### src/hw/scl_pkg.sv
package scl_pkg;

  // system clock
  localparam int CLK_PERIOD_NS = 20;

  // driven configuration clock in master modes, slow rate
  localparam int CONFIG_CLOCK_SLOW_PERIOD_NS = 1600;
  // half period in system clocks, rounded down (longest time)
  localparam int CONFIG_CLOCK_HALF_CYC = CONFIG_CLOCK_SLOW_PERIOD_NS / 2 / CLK_PERIOD_NS;
  // fast-rate option multiplies the driven clock frequency
  localparam int FAST_FACTOR = 8;

  // init held low after a start, least time, rounded up
  localparam int CLEAR_NS = 1000;
  localparam int CLEAR_CYC = (CLEAR_NS + CLK_PERIOD_NS - 1) / CLK_PERIOD_NS;

  // mode pin codes
  localparam logic [2:0] MODE_SLAVE_SERIAL = 3'h7;
  localparam logic [2:0] MODE_MASTER_SERIAL = 3'h0;
  localparam logic [2:0] MODE_PAR_DOWN = 3'h6;
  localparam logic [2:0] MODE_PAR_UP = 3'h4;

  // stream header and framing
  localparam int ONES_LEN = 8;
  localparam logic [3:0] PREAMBLE = 4'h2;
  localparam int LEN_BITS = 24;
  localparam int SEP_LEN = 4;
  localparam int CHECK_LEN = 4;
  localparam logic [3:0] FRAME_CHECK = 4'h6;
  localparam int POSTAMBLE_LEN = 7;
  localparam int STARTUP_CLOCKS = 4;
  localparam int FAST_START_BIT = 8;
  localparam int ADDR_BITS = 22;

  // register byte offsets
  localparam logic [7:0] REG_CTRL = 8'h00;
  localparam logic [7:0] REG_STATUS = 8'h04;
  localparam logic [7:0] REG_INT_STATUS = 8'h08;
  localparam logic [7:0] REG_INT_MASK = 8'h0C;
  localparam logic [7:0] REG_LENGTH = 8'h10;
  localparam logic [7:0] REG_FRAMES = 8'h14;

  // field positions
  localparam int CTRL_START_BIT = 0;
  localparam int CTRL_EARLY_DONE_BIT = 1;
  localparam int INT_HDR_BIT = 0;
  localparam int INT_ERR_BIT = 1;
  localparam int INT_DONE_BIT = 2;

  // reset values
  localparam logic CTRL_EARLY_DONE_RST = 1'b0;
  localparam logic [2:0] INT_MASK_RST = 3'h0;

  // bus responses
  localparam logic [1:0] RESP_OKAY = 2'h0;
  localparam logic [1:0] RESP_SLVERR = 2'h2;

  // loader states
  typedef enum logic [3:0] {
    ST_IDLE = 4'h0,
    ST_CLEAR = 4'h1,
    ST_WAIT_INIT = 4'h2,
    ST_SYNC = 4'h3,
    ST_LENGTH = 4'h4,
    ST_SEPARATOR = 4'h5,
    ST_FRAMES = 4'h6,
    ST_POSTAMBLE = 4'h7,
    ST_OVERFLOW = 4'h8,
    ST_STARTUP = 4'h9,
    ST_USER = 4'hA,
    ST_ERROR = 4'hB
  } scl_state_t;

  // one-cycle edge events of the configuration clock
  typedef struct packed {
    logic rise;
    logic fall;
  } scl_edge_t;

  // interrupt events, same layout as status and mask
  typedef struct packed {
    logic done;
    logic err;
    logic hdr;
  } scl_irq_t;

endpackage

### src/hw/scl_sync.sv
`timescale 1ns/1ps
module scl_sync #(
  parameter int WIDTH = 1
) (
  // clock and reset
  input wire logic aclk,
  input wire logic aresetn,
  // asynchronous level in, synchronised level out
  input wire logic [WIDTH-1:0] d,
  output logic [WIDTH-1:0] q
);

  logic [WIDTH-1:0] meta; // first stage, read only by q
  logic [WIDTH-1:0] next_meta;
  logic [WIDTH-1:0] next_q;

  // plain two-stage shift
  always_comb begin
    next_meta = d;
    next_q = meta;
  end

  // registers only
  always_ff @(posedge aclk) begin
    if (!aresetn) begin
      meta <= '0;
      q <= '0;
    end else begin
      meta <= next_meta;
      q <= next_q;
    end
  end

endmodule

### src/hw/scl_clkgen.sv
`timescale 1ns/1ps
module scl_clkgen #(
  parameter int HALF_CYC = scl_pkg::CONFIG_CLOCK_HALF_CYC,
  parameter int FACTOR = scl_pkg::FAST_FACTOR
) (
  // clock and reset
  input wire logic aclk,
  input wire logic aresetn,
  // control
  input wire logic run,
  input wire logic fast,
  // generated clock and its edges
  output logic clk_out,
  output scl_pkg::scl_edge_t edges
);

  localparam logic [15:0] SLOW_LAST = 16'(HALF_CYC - 1);
  localparam logic [15:0] FAST_LAST = 16'(HALF_CYC / FACTOR - 1);

  logic [15:0] cnt; // system clocks into this half period
  logic [15:0] next_cnt;
  logic next_clk;
  scl_pkg::scl_edge_t next_edges;

  // toggle at the end of each half period; stopped clock rests low
  always_comb begin
    next_cnt = cnt + 16'h0001;
    next_clk = clk_out;
    next_edges = '0;
    if (!run) begin
      next_cnt = '0;
      next_clk = 1'b0;
      // a pending high phase ends with a fall so the edges stay paired
      next_edges.fall = clk_out;
    end else if (cnt >= (fast ? FAST_LAST : SLOW_LAST)) begin
      next_cnt = '0;
      next_clk = !clk_out;
      next_edges.rise = !clk_out;
      next_edges.fall = clk_out;
    end
  end

  // registers only
  always_ff @(posedge aclk) begin
    if (!aresetn) begin
      cnt <= '0;
      clk_out <= 1'b0;
      edges <= '0;
    end else begin
      cnt <= next_cnt;
      clk_out <= next_clk;
      edges <= next_edges;
    end
  end

endmodule

### src/hw/scl_top.sv
// Overview of operation
// - slave serial: sample data on external clock rise
// - pass preamble and overflow bits to chain output
// - slave serial chain output changes half period later
// - mode pins 111 select slave serial
// - mode pins weakly pulled up during configuration
// - master serial: drive clock, capture on next rise
// - master serial chain output lags one and half periods
// - fast-rate option speeds driven clock eight times
// - mode pins 000 select master serial
// - low-during-config stays high after configuration
// - early done option asserts done before startup
// - parallel: first byte loads as read strobe ends
// - stream: ones, preamble, 24-bit length, separator, frames
// - frame check error suspends loading, pulls init low
`timescale 1ns/1ps
module scl_top #(
  parameter int ADDR_W = 8,
  parameter int FRAME_LEN = 16,
  parameter int NUM_FRAMES = 4
) (
  // clock and reset
  input wire logic aclk,
  input wire logic aresetn,
  // axi4-lite write channels
  input wire logic [ADDR_W-1:0] s_axi_awaddr,
  input wire logic s_axi_awvalid,
  output logic s_axi_awready,
  input wire logic [31:0] s_axi_wdata,
  input wire logic [3:0] s_axi_wstrb,
  input wire logic s_axi_wvalid,
  output logic s_axi_wready,
  output logic [1:0] s_axi_bresp,
  output logic s_axi_bvalid,
  input wire logic s_axi_bready,
  // axi4-lite read channels
  input wire logic [ADDR_W-1:0] s_axi_araddr,
  input wire logic s_axi_arvalid,
  output logic s_axi_arready,
  output logic [31:0] s_axi_rdata,
  output logic [1:0] s_axi_rresp,
  output logic s_axi_rvalid,
  input wire logic s_axi_rready,
  // mode pins
  input wire logic [2:0] mode_select_pins,
  output logic mode_pullup_en,
  // serial data and daisy chain
  input wire logic din,
  output logic dout,
  // configuration clock, two-way pin
  input wire logic config_clock_in,
  output logic config_clock_out,
  output logic config_clock_oe_n,
  // init status, open drain
  input wire logic init_in,
  output logic init_out,
  output logic init_oe_n,
  // completion and boot memory enable
  output logic done,
  output logic low_during_config,
  // parallel memory
  output logic read_strobe_n,
  output logic [scl_pkg::ADDR_BITS-1:0] address,
  input wire logic [7:0] data_byte,
  // interrupt
  output logic irq
);

  localparam int FLAST = FRAME_LEN + scl_pkg::CHECK_LEN;

  // synchronised pins
  logic [2:0] mode_s;
  logic din_s;
  logic cc_s;
  logic init_s;
  logic [7:0] byte_s;
  logic cc_prev; // previous synced external clock level

  // loader state
  scl_pkg::scl_state_t state, next_state;
  scl_pkg::scl_irq_t ev, next_ev; // one-cycle event pulses
  logic [23:0] cnt, next_cnt; // field position or clear timer
  logic [23:0] tot, next_tot; // bits seen since sync began
  logic [23:0] len, next_len; // length count from header
  logic [15:0] frame, next_frame; // frames checked so far
  logic [11:0] shreg, next_shreg; // recent bits, pattern match
  logic [2:0] mode, next_mode; // mode caught at start
  logic fast, next_fast;
  logic fast_opt, next_fast_opt;
  logic next_done, next_ldc, next_init_oe_n;

  // chain and parallel datapath
  logic st1, next_st1, st2, next_st2, next_dout;
  logic [7:0] pshift, next_pshift;
  logic [2:0] pcnt, next_pcnt;
  logic next_strobe_n;
  logic [scl_pkg::ADDR_BITS-1:0] next_address;
  logic next_pullup, next_cc_oe_n;

  // register file and bus
  logic start, next_start; // one-cycle start request
  logic early_done, next_early_done;
  scl_pkg::scl_irq_t ist, next_ist, imask, next_imask;
  logic aw_got, next_aw_got, w_got, next_w_got;
  logic [ADDR_W-1:0] awaddr, next_awaddr;
  logic [31:0] wdata, next_wdata;
  logic [3:0] wstrb, next_wstrb;
  logic next_awready, next_wready, next_bvalid, next_arready;
  logic next_rvalid, next_irq;
  logic [1:0] next_bresp, next_rresp;
  logic [31:0] next_rdata;

  // clock generator hookup
  logic gen_run;
  logic gen_clk;
  scl_pkg::scl_edge_t gen_ev;

  // derived views
  logic master, par, slave, running, fwd, bit_ev, fall_ev, bit_val;

  // every pin from outside passes two flops first
  scl_sync #(.WIDTH(14)) u_sync (
    .aclk(aclk),
    .aresetn(aresetn),
    .d({mode_select_pins, din, config_clock_in, init_in, data_byte}),
    .q({mode_s, din_s, cc_s, init_s, byte_s})
  );

  // driven clock, runs on through an error so the address keeps moving
  scl_clkgen u_clkgen (
    .aclk(aclk),
    .aresetn(aresetn),
    .run(gen_run),
    .fast(fast),
    .clk_out(gen_clk),
    .edges(gen_ev)
  );

  // address decode shared by reads and writes
  function automatic logic reg_known(input logic [ADDR_W-1:0] a);
    logic [7:0] o;
    o = 8'(a);
    reg_known = (o == scl_pkg::REG_CTRL) || (o == scl_pkg::REG_STATUS) ||
      (o == scl_pkg::REG_INT_STATUS) || (o == scl_pkg::REG_INT_MASK) ||
      (o == scl_pkg::REG_LENGTH) || (o == scl_pkg::REG_FRAMES);
  endfunction

  // mode and edge selection
  always_comb begin
    slave = (mode == scl_pkg::MODE_SLAVE_SERIAL);
    par = (mode == scl_pkg::MODE_PAR_DOWN) || (mode == scl_pkg::MODE_PAR_UP);
    master = (mode == scl_pkg::MODE_MASTER_SERIAL) || par;
    running = (state >= scl_pkg::ST_SYNC && state <= scl_pkg::ST_STARTUP) ||
      state == scl_pkg::ST_ERROR;
    gen_run = master && running;
    // slave uses the edges of the external clock
    bit_ev = slave ? (cc_s && !cc_prev) : gen_ev.rise;
    fall_ev = slave ? (!cc_s && cc_prev) : gen_ev.fall;
    // parallel takes D0 first from the byte being loaded
    if (par) begin
      bit_val = read_strobe_n ? pshift[0] : byte_s[0];
    end else begin
      bit_val = din_s;
    end
    // header and overflow go down the chain, own frames do not
    fwd = (state >= scl_pkg::ST_SYNC && state <= scl_pkg::ST_SEPARATOR) ||
      state == scl_pkg::ST_OVERFLOW || state == scl_pkg::ST_STARTUP;
  end

  // loader sequence: next values
  always_comb begin
    next_state = state;
    next_cnt = cnt;
    next_tot = tot;
    next_len = len;
    next_frame = frame;
    next_shreg = shreg;
    next_mode = mode;
    next_fast = fast;
    next_fast_opt = fast_opt;
    next_done = done;
    next_ldc = low_during_config;
    next_init_oe_n = 1'b1;
    next_ev = '0;
    if (start) begin
      // restart from anywhere; mode pins caught here
      next_state = scl_pkg::ST_CLEAR;
      next_cnt = '0;
      next_tot = '0;
      next_len = '0;
      next_frame = '0;
      next_shreg = '0;
      next_mode = mode_s;
      next_fast = 1'b0;
      next_fast_opt = 1'b0;
      next_done = 1'b0;
      next_ldc = 1'b0;
    end else begin
      if (bit_ev && state >= scl_pkg::ST_SYNC &&
          state <= scl_pkg::ST_STARTUP) begin
        next_tot = tot + 24'h000001;
        next_shreg = {shreg[10:0], bit_val};
        next_cnt = cnt + 24'h000001;
      end
      unique case (state)
        scl_pkg::ST_IDLE: begin
          next_cnt = '0;
        end
        scl_pkg::ST_CLEAR: begin
          // init low while the memory clears, timed on aclk
          next_init_oe_n = 1'b0;
          next_cnt = cnt + 24'h000001;
          if (cnt == 24'(scl_pkg::CLEAR_CYC - 1)) begin
            next_state = scl_pkg::ST_WAIT_INIT;
          end
        end
        scl_pkg::ST_WAIT_INIT: begin
          // the whole chain must have released init
          next_cnt = '0;
          if (init_s) begin
            next_state = scl_pkg::ST_SYNC;
          end
        end
        scl_pkg::ST_SYNC: begin
          // extra leading ones are tolerated
          if (bit_ev && {shreg[10:0], bit_val} ==
              {8'hFF, scl_pkg::PREAMBLE}) begin
            next_state = scl_pkg::ST_LENGTH;
            next_cnt = '0;
            next_ev.hdr = 1'b1;
          end
        end
        scl_pkg::ST_LENGTH: begin
          if (bit_ev) begin
            next_len = {len[22:0], bit_val};
            if (cnt == 24'(scl_pkg::LEN_BITS - 1)) begin
              next_state = scl_pkg::ST_SEPARATOR;
              next_cnt = '0;
            end
          end
        end
        scl_pkg::ST_SEPARATOR: begin
          if (bit_ev && cnt == 24'(scl_pkg::SEP_LEN - 1)) begin
            next_state = scl_pkg::ST_FRAMES;
            next_cnt = '0;
          end
        end
        scl_pkg::ST_FRAMES: begin
          if (bit_ev) begin
            // first data bit of frame zero carries the fast-rate option
            if (frame == 16'h0000 && cnt == 24'h000001) begin
              next_fast_opt = bit_val;
            end
            if (frame == 16'h0000 && fast_opt &&
                cnt == 24'(scl_pkg::FAST_START_BIT)) begin
              next_fast = 1'b1;
            end
            if (cnt == 24'(FLAST)) begin
              next_cnt = '0;
              next_frame = frame + 16'h0001;
              if (next_shreg[3:0] != scl_pkg::FRAME_CHECK) begin
                next_state = scl_pkg::ST_ERROR;
                next_ev.err = 1'b1;
              end else if (frame == 16'(NUM_FRAMES - 1)) begin
                next_state = scl_pkg::ST_POSTAMBLE;
              end
            end
          end
        end
        scl_pkg::ST_POSTAMBLE: begin
          if (bit_ev && cnt == 24'(scl_pkg::POSTAMBLE_LEN - 1)) begin
            next_state = scl_pkg::ST_OVERFLOW;
          end
        end
        scl_pkg::ST_OVERFLOW: begin
          // keep clocking until the length count covers the chain
          if (bit_ev && next_tot >= len) begin
            next_state = scl_pkg::ST_STARTUP;
            next_cnt = '0;
            next_done = early_done;
          end
        end
        scl_pkg::ST_STARTUP: begin
          if (bit_ev && cnt == 24'(scl_pkg::STARTUP_CLOCKS - 1)) begin
            next_state = scl_pkg::ST_USER;
            next_done = 1'b1;
            next_ldc = 1'b1;
            next_ev.done = 1'b1;
          end
        end
        scl_pkg::ST_USER: begin
          next_cnt = '0;
        end
        scl_pkg::ST_ERROR: begin
          // loading suspended until software restarts
          next_init_oe_n = 1'b0;
          next_cnt = '0;
          next_tot = tot;
          next_shreg = shreg;
        end
        default: begin
          next_state = scl_pkg::ST_IDLE;
        end
      endcase
    end
  end

  // chain output pipe and parallel reader: next values
  always_comb begin
    next_st1 = st1;
    next_st2 = st2;
    next_dout = dout;
    next_pshift = pshift;
    next_pcnt = pcnt;
    next_strobe_n = read_strobe_n;
    next_address = address;
    // follow the next state so the pull-ups return with the restart
    next_pullup = (next_state != scl_pkg::ST_USER);
    next_cc_oe_n = !(master && state != scl_pkg::ST_IDLE);
    if (bit_ev) begin
      next_st1 = fwd ? bit_val : 1'b1;
      next_st2 = st1;
    end
    // slave emits one stage after the rise, master two
    if (fall_ev) begin
      next_dout = slave ? st1 : st2;
    end
    if (par && running && bit_ev) begin
      if (!read_strobe_n) begin
        // byte lands as the strobe cycle ends
        next_pshift = {1'b0, byte_s[7:1]};
        next_strobe_n = 1'b1;
        next_pcnt = 3'h1;
        next_address = (mode == scl_pkg::MODE_PAR_DOWN) ?
          address - 22'h000001 : address + 22'h000001;
      end else begin
        next_pshift = {1'b0, pshift[7:1]};
        next_pcnt = pcnt + 3'h1;
      end
    end
    if (par && running && fall_ev && read_strobe_n && pcnt == 3'h0) begin
      next_strobe_n = 1'b0;
    end
    if (start) begin
      // first strobe cycle opens as soon as loading begins
      next_st1 = 1'b1;
      next_st2 = 1'b1;
      next_dout = 1'b1;
      next_pcnt = 3'h0;
      next_strobe_n = !((mode_s == scl_pkg::MODE_PAR_DOWN) ||
        (mode_s == scl_pkg::MODE_PAR_UP));
      next_address = (mode_s == scl_pkg::MODE_PAR_DOWN) ? '1 : '0;
    end
  end

  // axi4-lite slave and register file: next values
  always_comb begin
    next_aw_got = aw_got;
    next_w_got = w_got;
    next_awaddr = awaddr;
    next_wdata = wdata;
    next_wstrb = wstrb;
    next_bvalid = s_axi_bvalid;
    next_bresp = s_axi_bresp;
    next_arready = s_axi_arready;
    next_rvalid = s_axi_rvalid;
    next_rdata = s_axi_rdata;
    next_rresp = s_axi_rresp;
    next_start = 1'b0;
    next_early_done = early_done;
    next_imask = imask;
    next_ist = ist | ev; // events set, below a write may clear
    if (s_axi_awvalid && s_axi_awready) begin
      next_aw_got = 1'b1;
      next_awaddr = s_axi_awaddr;
    end
    if (s_axi_wvalid && s_axi_wready) begin
      next_w_got = 1'b1;
      next_wdata = s_axi_wdata;
      next_wstrb = s_axi_wstrb;
    end
    if (aw_got && w_got && !s_axi_bvalid) begin
      next_aw_got = 1'b0;
      next_w_got = 1'b0;
      next_bvalid = 1'b1;
      next_bresp = reg_known(awaddr) ? scl_pkg::RESP_OKAY :
        scl_pkg::RESP_SLVERR;
      if (wstrb[0]) begin
        unique case (8'(awaddr))
          scl_pkg::REG_CTRL: begin
            next_start = wdata[scl_pkg::CTRL_START_BIT];
            next_early_done = wdata[scl_pkg::CTRL_EARLY_DONE_BIT];
          end
          // set wins: events of this cycle survive the clear
          scl_pkg::REG_INT_STATUS: next_ist = (ist & ~wdata[2:0]) | ev;
          scl_pkg::REG_INT_MASK: next_imask = wdata[2:0];
          default: begin
          end
        endcase
      end
    end else if (s_axi_bvalid && s_axi_bready) begin
      next_bvalid = 1'b0;
    end
    next_awready = !next_aw_got && !next_bvalid;
    next_wready = !next_w_got && !next_bvalid;
    if (s_axi_arvalid && s_axi_arready) begin
      next_arready = 1'b0;
      next_rvalid = 1'b1;
      next_rresp = reg_known(s_axi_araddr) ? scl_pkg::RESP_OKAY :
        scl_pkg::RESP_SLVERR;
      unique case (8'(s_axi_araddr))
        scl_pkg::REG_CTRL: next_rdata = {30'h0, early_done, 1'b0};
        scl_pkg::REG_STATUS: next_rdata = {22'h0, fast, init_s,
          done, mode, state};
        scl_pkg::REG_INT_STATUS: next_rdata = {29'h0, ist};
        scl_pkg::REG_INT_MASK: next_rdata = {29'h0, imask};
        scl_pkg::REG_LENGTH: next_rdata = {8'h0, len};
        scl_pkg::REG_FRAMES: next_rdata = {16'h0, frame};
        default: next_rdata = 32'h0;
      endcase
    end else if (s_axi_rvalid && s_axi_rready) begin
      next_rvalid = 1'b0;
      next_arready = 1'b1;
    end
    next_irq = |(next_ist & next_imask);
  end

  // all state registers; the reset and the next values here, except arready, which picks next_arready or !next_rvalid, and cc_prev, init_out, config_clock_out
  always_ff @(posedge aclk) begin
    if (!aresetn) begin
      state <= scl_pkg::ST_IDLE;
      ev <= '0;
      cnt <= '0;
      tot <= '0;
      len <= '0;
      frame <= '0;
      shreg <= '0;
      mode <= scl_pkg::MODE_SLAVE_SERIAL;
      fast <= 1'b0;
      fast_opt <= 1'b0;
      done <= 1'b0;
      low_during_config <= 1'b0;
      init_oe_n <= 1'b1;
      init_out <= 1'b0;
      cc_prev <= 1'b0;
      st1 <= 1'b1;
      st2 <= 1'b1;
      dout <= 1'b1;
      pshift <= '0;
      pcnt <= '0;
      read_strobe_n <= 1'b1;
      address <= '0;
      mode_pullup_en <= 1'b1;
      config_clock_oe_n <= 1'b1;
      config_clock_out <= 1'b0;
      start <= 1'b0;
      early_done <= scl_pkg::CTRL_EARLY_DONE_RST;
      ist <= '0;
      imask <= scl_pkg::INT_MASK_RST;
      aw_got <= 1'b0;
      w_got <= 1'b0;
      awaddr <= '0;
      wdata <= '0;
      wstrb <= '0;
      s_axi_awready <= 1'b0;
      s_axi_wready <= 1'b0;
      s_axi_bvalid <= 1'b0;
      s_axi_bresp <= scl_pkg::RESP_OKAY;
      s_axi_arready <= 1'b0;
      s_axi_rvalid <= 1'b0;
      s_axi_rdata <= '0;
      s_axi_rresp <= scl_pkg::RESP_OKAY;
      irq <= 1'b0;
    end else begin
      state <= next_state;
      ev <= next_ev;
      cnt <= next_cnt;
      tot <= next_tot;
      len <= next_len;
      frame <= next_frame;
      shreg <= next_shreg;
      mode <= next_mode;
      fast <= next_fast;
      fast_opt <= next_fast_opt;
      done <= next_done;
      low_during_config <= next_ldc;
      init_oe_n <= next_init_oe_n;
      init_out <= 1'b0;
      cc_prev <= cc_s;
      st1 <= next_st1;
      st2 <= next_st2;
      dout <= next_dout;
      pshift <= next_pshift;
      pcnt <= next_pcnt;
      read_strobe_n <= next_strobe_n;
      address <= next_address;
      mode_pullup_en <= next_pullup;
      config_clock_oe_n <= next_cc_oe_n;
      config_clock_out <= gen_clk; // one flop behind gen_clk and its edges
      start <= next_start;
      early_done <= next_early_done;
      ist <= next_ist;
      imask <= next_imask;
      aw_got <= next_aw_got;
      w_got <= next_w_got;
      awaddr <= next_awaddr;
      wdata <= next_wdata;
      wstrb <= next_wstrb;
      s_axi_awready <= next_awready;
      s_axi_wready <= next_wready;
      s_axi_bvalid <= next_bvalid;
      s_axi_bresp <= next_bresp;
      s_axi_arready <= (s_axi_rvalid || s_axi_arvalid) ? next_arready :
        !next_rvalid;
      s_axi_rvalid <= next_rvalid;
      s_axi_rdata <= next_rdata;
      s_axi_rresp <= next_rresp;
      irq <= next_irq;
    end
  end

endmodule

### config.mk
export PLATFORM = sky130hd
export DESIGN_NAME = scl_top
export DESIGN_NICKNAME = d
export VERILOG_FILES = /design/src/hw/scl_pkg.sv /design/src/hw/scl_sync.sv /design/src/hw/scl_clkgen.sv /design/src/hw/scl_top.sv
export SDC_FILE = /design/constraint.sdc
export NUM_CORES = 1
export LEC_CHECK = 0
export ABC_CLOCK_PERIOD_IN_PS = 5050
export BUFFER_PORTS_ARGS = -buffer_cell sky130_fd_sc_hd__buf_2
export CAP_MARGIN = 25
export CORE_MARGIN = 3
export CORE_UTILIZATION = 48
export DETAILED_ROUTE_END_ITERATION = 8
export PLACE_DENSITY = 0.71
export SLEW_MARGIN = 20
export SYNTH_ARGS = -nofsm -noshare
export SYNTH_HDL_FRONTEND = slang
export SYNTH_SLANG_ARGS = --single-unit
### constraint.sdc
create_clock -name aclk -period 5.05 [get_ports aclk]
set_input_delay 1.01 -clock aclk [delete_from_list [all_inputs] [get_ports aclk]]
set_output_delay 1.01 -clock aclk [all_outputs]
set_load 0.05 [all_outputs]
Word level (Yosys, flattened, before mapping). Cells that the tools add are included.

Register bits: 266. Bits of input ports: 73. Output and inout bits: 73. Logic and storage cells: 283.

Add/sub/neg operators: 7. Magnitude comparators: 5. Equal/unequal tests: 41. Mux-type cells: 74. Bitwise logic cells: 13. Reduce and logical (&&, ||, !) cells: 88.

Operators with widths (count): two-way mux 24 bit (10); case mux 24 bit (7 select lines) (1); case mux 24 bit (6 select lines) (1); two-way mux 22 bit (5); two-way mux 4 bit (14); adder 24 x 1 -> 24 bit, second input constant (2); == test 24 x 5 -> 1 bit, second input constant (2); case mux 4 bit (10 select lines) (1); adder 16 x 1 -> 16 bit, second input constant (2); == test 8 x 4 -> 1 bit, second input constant (4); == test 8 x 5 -> 1 bit, second input constant (4); logical AND 1 bit (29); two-way mux 1 bit (28); == test 24 x 1 -> 1 bit, second input constant (1); == test 24 x 2 -> 1 bit, second input constant (1); == test 24 x 3 -> 1 bit, second input constant (1); == test 24 x 4 -> 1 bit, second input constant (1); == test 24 x 6 -> 1 bit, second input constant (1); greater-or-equal comparator 24 bit (1); adder 22 x 1 -> 22 bit, second input constant (1); two-way mux 11 bit (2); subtractor 22 x 1 -> 22 bit, second input constant (1); two-way mux 3 bit (7); AND reduction 3 bit (6); other kinds (40) (102).

Longest topological paths before layout.
Depth in word-level cells: 14. Gate-level depth with buffers: 16. Gate-level depth less buffers: 14.

By module. Synthesis repeated with hierarchy kept, for this count alone.

Cell total of the unflattened synthesis: 1450. Area, all modules: 12204.2 sq um.

By module, submodules not included: scl_top (instances 1, cells each 1333, area each 10745.3 sq um, sequential area each 4164.0 sq um); scl_sync (instances 1, cells each 58, area each 785.8 sq um, sequential area each 560.5 sq um); scl_clkgen (instances 1, cells each 59, area each 673.1 sq um, sequential area each 380.4 sq um).

Worst setup path before layout. No wires, ideal clock.

Path kind: register to register. From: register mode[0]. To: register cnt[22]. Library setup time: 0.091 ns. Arrival time: 4.441 ns. Required time: 4.959 ns. Path slack: 0.518 ns. Cell stages (with the launch flop): 17. Buffers on the path: 2. Period minus slack after synthesis: 4.532 ns. Cells stage by stage: dfxtp_1 nand3_1 mux2i_1 buf_2 nor4b_1 nand4_1 nor3_1 xnor2_1 ha_1 a21oi_1 o21ai_0 a2111oi_0 a31oi_1 nor4_2 o21ai_1 clkbuf_1 a311oi_1.

Cells in the longest elaborated chain, start to end: 10. Elaborated cells on any way between the ends: 24. Classes of those cells: order compare: 1; eq/ne: 4; mux: 13; reduce/logical: 6.

Ends and longest elaborated chain: start: declaration (line scl_top.sv:87) `logic [2:0] mode, next_mode;`; start signal: assignment (line scl_top.sv:438) `mode <= scl_pkg::MODE_SLAVE_SERIAL;`; start signal: assignment (line scl_top.sv:482) `mode <= next_mode;`; == test 3 bit (line scl_top.sv:150) `slave = (mode == scl_pkg::MODE_SLAVE_SERIAL);`; two-way mux 1 bit (line scl_top.sv:157) `bit_ev = slave ? (cc_s && !cc_prev) : gen_ev.rise;`; logical AND 1 bit (2 in series) (line scl_top.sv:199) `if (bit_ev && state >= scl_pkg::ST_SYNC &&`; two-way mux 24 bit (line scl_top.sv:199); two-way mux 24 bit (line scl_top.sv:185) `if (start) begin`; greater-or-equal comparator 24 bit (line scl_top.sv:277) `if (bit_ev && next_tot >= len) begin`; logical AND 1 bit (line scl_top.sv:277); two-way mux 24 bit (line scl_top.sv:277); case mux 24 bit (7 select lines) * (line scl_top.sv:205) `unique case (state)`; end signal: assignment (line scl_top.sv:477) `cnt <= next_cnt;`; end: declaration (line scl_top.sv:82) `logic [23:0] cnt, next_cnt;`.

Mark *: on every way between the ends. The rest lies on a longest branch, timed or not. The select of a mux whose other input is x is not followed. A chain may end at the register's enable or synchronous reset.

Worst setup path in the final report.
From: register mode[1]. To: register cnt[8].

The elaborated chain is that of the path after synthesis.

==> key figures <==
Status
  • Status: finished, final reports clean

Pwr
  • Gate power share: 2.9%
  • Leak pwr: 5.75 nW
  • PD cells: 307 nW/um^2
  • Clock share of power: 50.2%
  • Net Sw Frac: between 20% and 30%
  • NetSw: 941 uW
  • Overall Power: 4.37 mW
  • P_int: 3.43 mW
  • Worst VDD drop: between 200 and 300 uV
  • Flop pwr share: 46.9%

Layout
  • Post-layout util: between 50% and 60%
  • Share of layout cells above drive strength 1: 12.8%
  • Nets: roughly 1700
  • Area growth syn-to-layout: 14.5%
  • # diodes: 0

Drt
  • DRC violations left: 0
  • Vias: ~11000
  • Via-to-Cell Ratio: 5.62
  • DRT Wirelength: 30.4 mm
  • Post-route ant nets: 0
  • DR WL/cell: 15.8 um
  • Iter 0 DRT Violations: 809
  • First-pass iteration count of the detailed router: 5

Die
  • Die Wd: between 150 and 200 um
  • Die Height: 167 um
  • Core ar.: 25300 sq um
  • Num rows: 58
  • IO Pins: 146
  • Die area: between 20000 and 30000 sq um
  • Starting Density: between 40% and 50%

Global route
  • Gr ovfl total: 0
  • First-pass GRT wire length: 50.8 mm
  • Total Routing Usage GR: 21.3%
  • Vias in the first global route: 10140
  • Initial antenna violation count: 0
  • Largest net degree at the start of global routing: 68

Timing
  • Fin crit period: 4.62 ns
  • Hold Fails Final Rpt: 0
  • Setup_tns: 0 ns
  • Fmax: 216 MHz
  • RSZ-0062 raised after global routing: no
  • Setup violators final: 0
  • Tcrit/Tclk final: 91.6%
  • Max_slew headroom: 34.4%
  • Final setup margin: approximately 0.43 ns
  • Worst-Margin Slew: 0.981 ns
  • Clock skew: ~0.015 ns
  • WHS: 0.432 ns
  • Slew Viols, Final: 0

Logic synthesis
  • EDFF count, synth: 0
  • Gate Count Post-Synth: 1482
  • Yosys cell types: 76
  • Seq/Total Area, Yosys: 41.1%
  • Cell Area, Synth: 12400 sq um
  • Syn avg cell area: 8.39 sq um
  • Yosys warning count: 0
  • Most used DFF post-synth: dfxtp_1
  • Register bit total from synthesis: 255
  • Async SR Flop Fraction: 0%

CTS
  • Worst-path clk slew: 0.06 ns
  • Cts bufs inserted: 28
  • CTS tree: yes
  • H-Tree Depth: 1
  • Clock latency at the later pin of the worst-skew pair: 0.54 ns
  • CTS Sinks: approximately 260
  • # hold bufs at CTS: 0
  • Clk buf depth: 3
  • Clock root cell: clkbuf_16

Setup path
  • Max incr delay on CP: 0.45 ns
  • Setup crit end kind: register
  • Required @ worst endpoint: about 5.4 ns
  • Crit-path cells: nand3_1, mux2i_1, nor4b_2, buf_4, nand4_1, nor3_1, xor2_1, ha_1, nand4_1, nor4_1, a32oi_1, a31oi_1, nor4_4, buf_4, o21ai_4, o32ai_1
  • Critical path class: register to register
  • Crit-path max FO: 17
  • Buf+Inv Stages, Crit Path: 2
  • Family with the most delay on the worst path: simple AND/OR/NAND/NOR gates
  • Critical Path Start Type: register
  • Flop2flop setup slack: 0.43 ns
  • Worst Path Arrival: 5.00 ns
  • CP max stage cell: dfxtp_1

Worst hold path
  • Worst Hold Class: register to register

Place
  • HPWL after DPL: 21.5 mm
  • Routability Congestion: approximately 0.95
  • Pre-CTS setup slack: between 0.008 and 0.009 ns
  • PortBufs: 102

Job
  • Max cap viols: 0
-- worst paths after layout --
kind,from,endpoint,cells past startpoint
max,mode[1],cnt[8],16
min,u_sync.meta[1],u_sync.q[1],1
max reg2reg,mode[1],cnt[8],16
min reg2reg,u_sync.meta[1],u_sync.q[1],1
-- state kept, by name (all words and copies together), names as in the netlist, 4 cells and up --
register      flops
u_clkgen.cnt     16
cnt              24
state             4
shreg            11
pshift            7
u_sync.q         14
frame            16
tot              24
u_sync.meta      14
awaddr            8
s_axi_rdata      24
len              24
address          22
-- synth_stat cells, drive strengths merged, types with 5 or more instances --
library cell	instances	area share (%)
nand2b	16	0.80
a22oi	14	0.85
o211a	7	0.56
inv	72	2.2
a311oi	12	0.85
nand2	167	5.0
a21o	11	0.66
a222oi	13	1.0
or4	5	0.36
nor2	140	4.2
mux2i	20	1.6
o21a	6	0.36
or3	7	0.35
o32ai	5	0.35
o21ai	57	2.4
nand3	42	1.7
o221ai	5	0.35
nor4	35	2.0
mux2	5	0.45
a21oi	109	4.4
xor2	25	1.8
dfxtp	255	41
or2	5	0.25
a211oi	20	1.2
buf	20	1.1
nor3	40	1.6
and2	62	3.1
a22o	7	0.49
clkbuf	65	2.0
nor2b	13	0.65
o22ai	10	0.50
o211ai	6	0.36
and3	19	0.98
o22a	5	0.35
nand4	25	1.3
a31oi	7	0.35
ha	57	5.7
xnor2	36	2.5
-- through the flow --
step | cell area (sq um) | cells
after global routing | 14200 | 1920
after global placement | 13200 | 1867
final | 14200 | 1920
after CTS | 14200 | 1918
after floorplan | 12500 | 1501
after detailed placement | 13200 | 1867
-- area by class of cell --
type	instances	area, sq um
fillers	2310	11100
repair buffers	124	676
clock buffers	35	788
flip-flops and latches	255	5100
well taps	330	413
clock inverters	15	210
inverters	72	270
multi-input cells	1089	6780
-- metal layers --
metal / wire [um] / vias to the layer above / track usage [%]
met2: 13800 / 313 / 34.2
met1: 14200 / 5016 / 30.1
li1: - / 5402 / -
met5: 0 / - / 0
met4: 797 / 0 / 6.21
met3: 1670 / 51 / 2.78
-- logic make-up after synthesis --
logic type	synth area share [%]
and+or+nand+nor	24.0
AOI/OAI and AO/OA	17.5
DFF	41.1
buffers and inverters	5.25
xor gates and xnor gates	4.30
adders and majority gates	5.90
muxes	2.06
other	0.0302
-- placed cells by master, fill, tap and decap left out, types with 11 or more instances in the layout --
cell type and n:
dfxtp_1 255, nand2_1 166, nor2_1 139, a21oi_1 109, buf_2 102, inv_1 71, and2_1 62, ha_1 57
o21ai_0 54, nand3_1 41, nor3_1 39, xnor2_1 36, nor4_1 32, clkbuf_16 29, nand4_1 25, xor2_1 25
buf_4 22, mux2i_1 20, a211oi_1 20, conb_1 20, and3_1 17, nand2b_1 16, a22oi_1 14, nor2b_1 13
a222oi_1 13, a311oi_1 12, a21o_1 11
-- power by group through the flow --
stage | logic [mW] | registers (mW) | clock network, mW
floorplan | 0.0841 | 2.10 | 0
global placement | 0.125 | 2.09 | 0
detailed placement | 0.126 | 2.09 | 0
CTS | 0.127 | 2.05 | 2.24
global route | 0.140 | 2.05 | 2.31
finish | 0.127 | 2.05 | 2.19
-- repair_timing --
| item | 4_1_cts | 5_1_grt |
|---|---|---|
| buffers inserted | 1 | 2 |
| endpoints found under the setup margin | 3 | 27 |
| pin swaps | 1 | 0 |
| resized for setup | 0 | 4 |
Power figures use the tool's default switching activity.
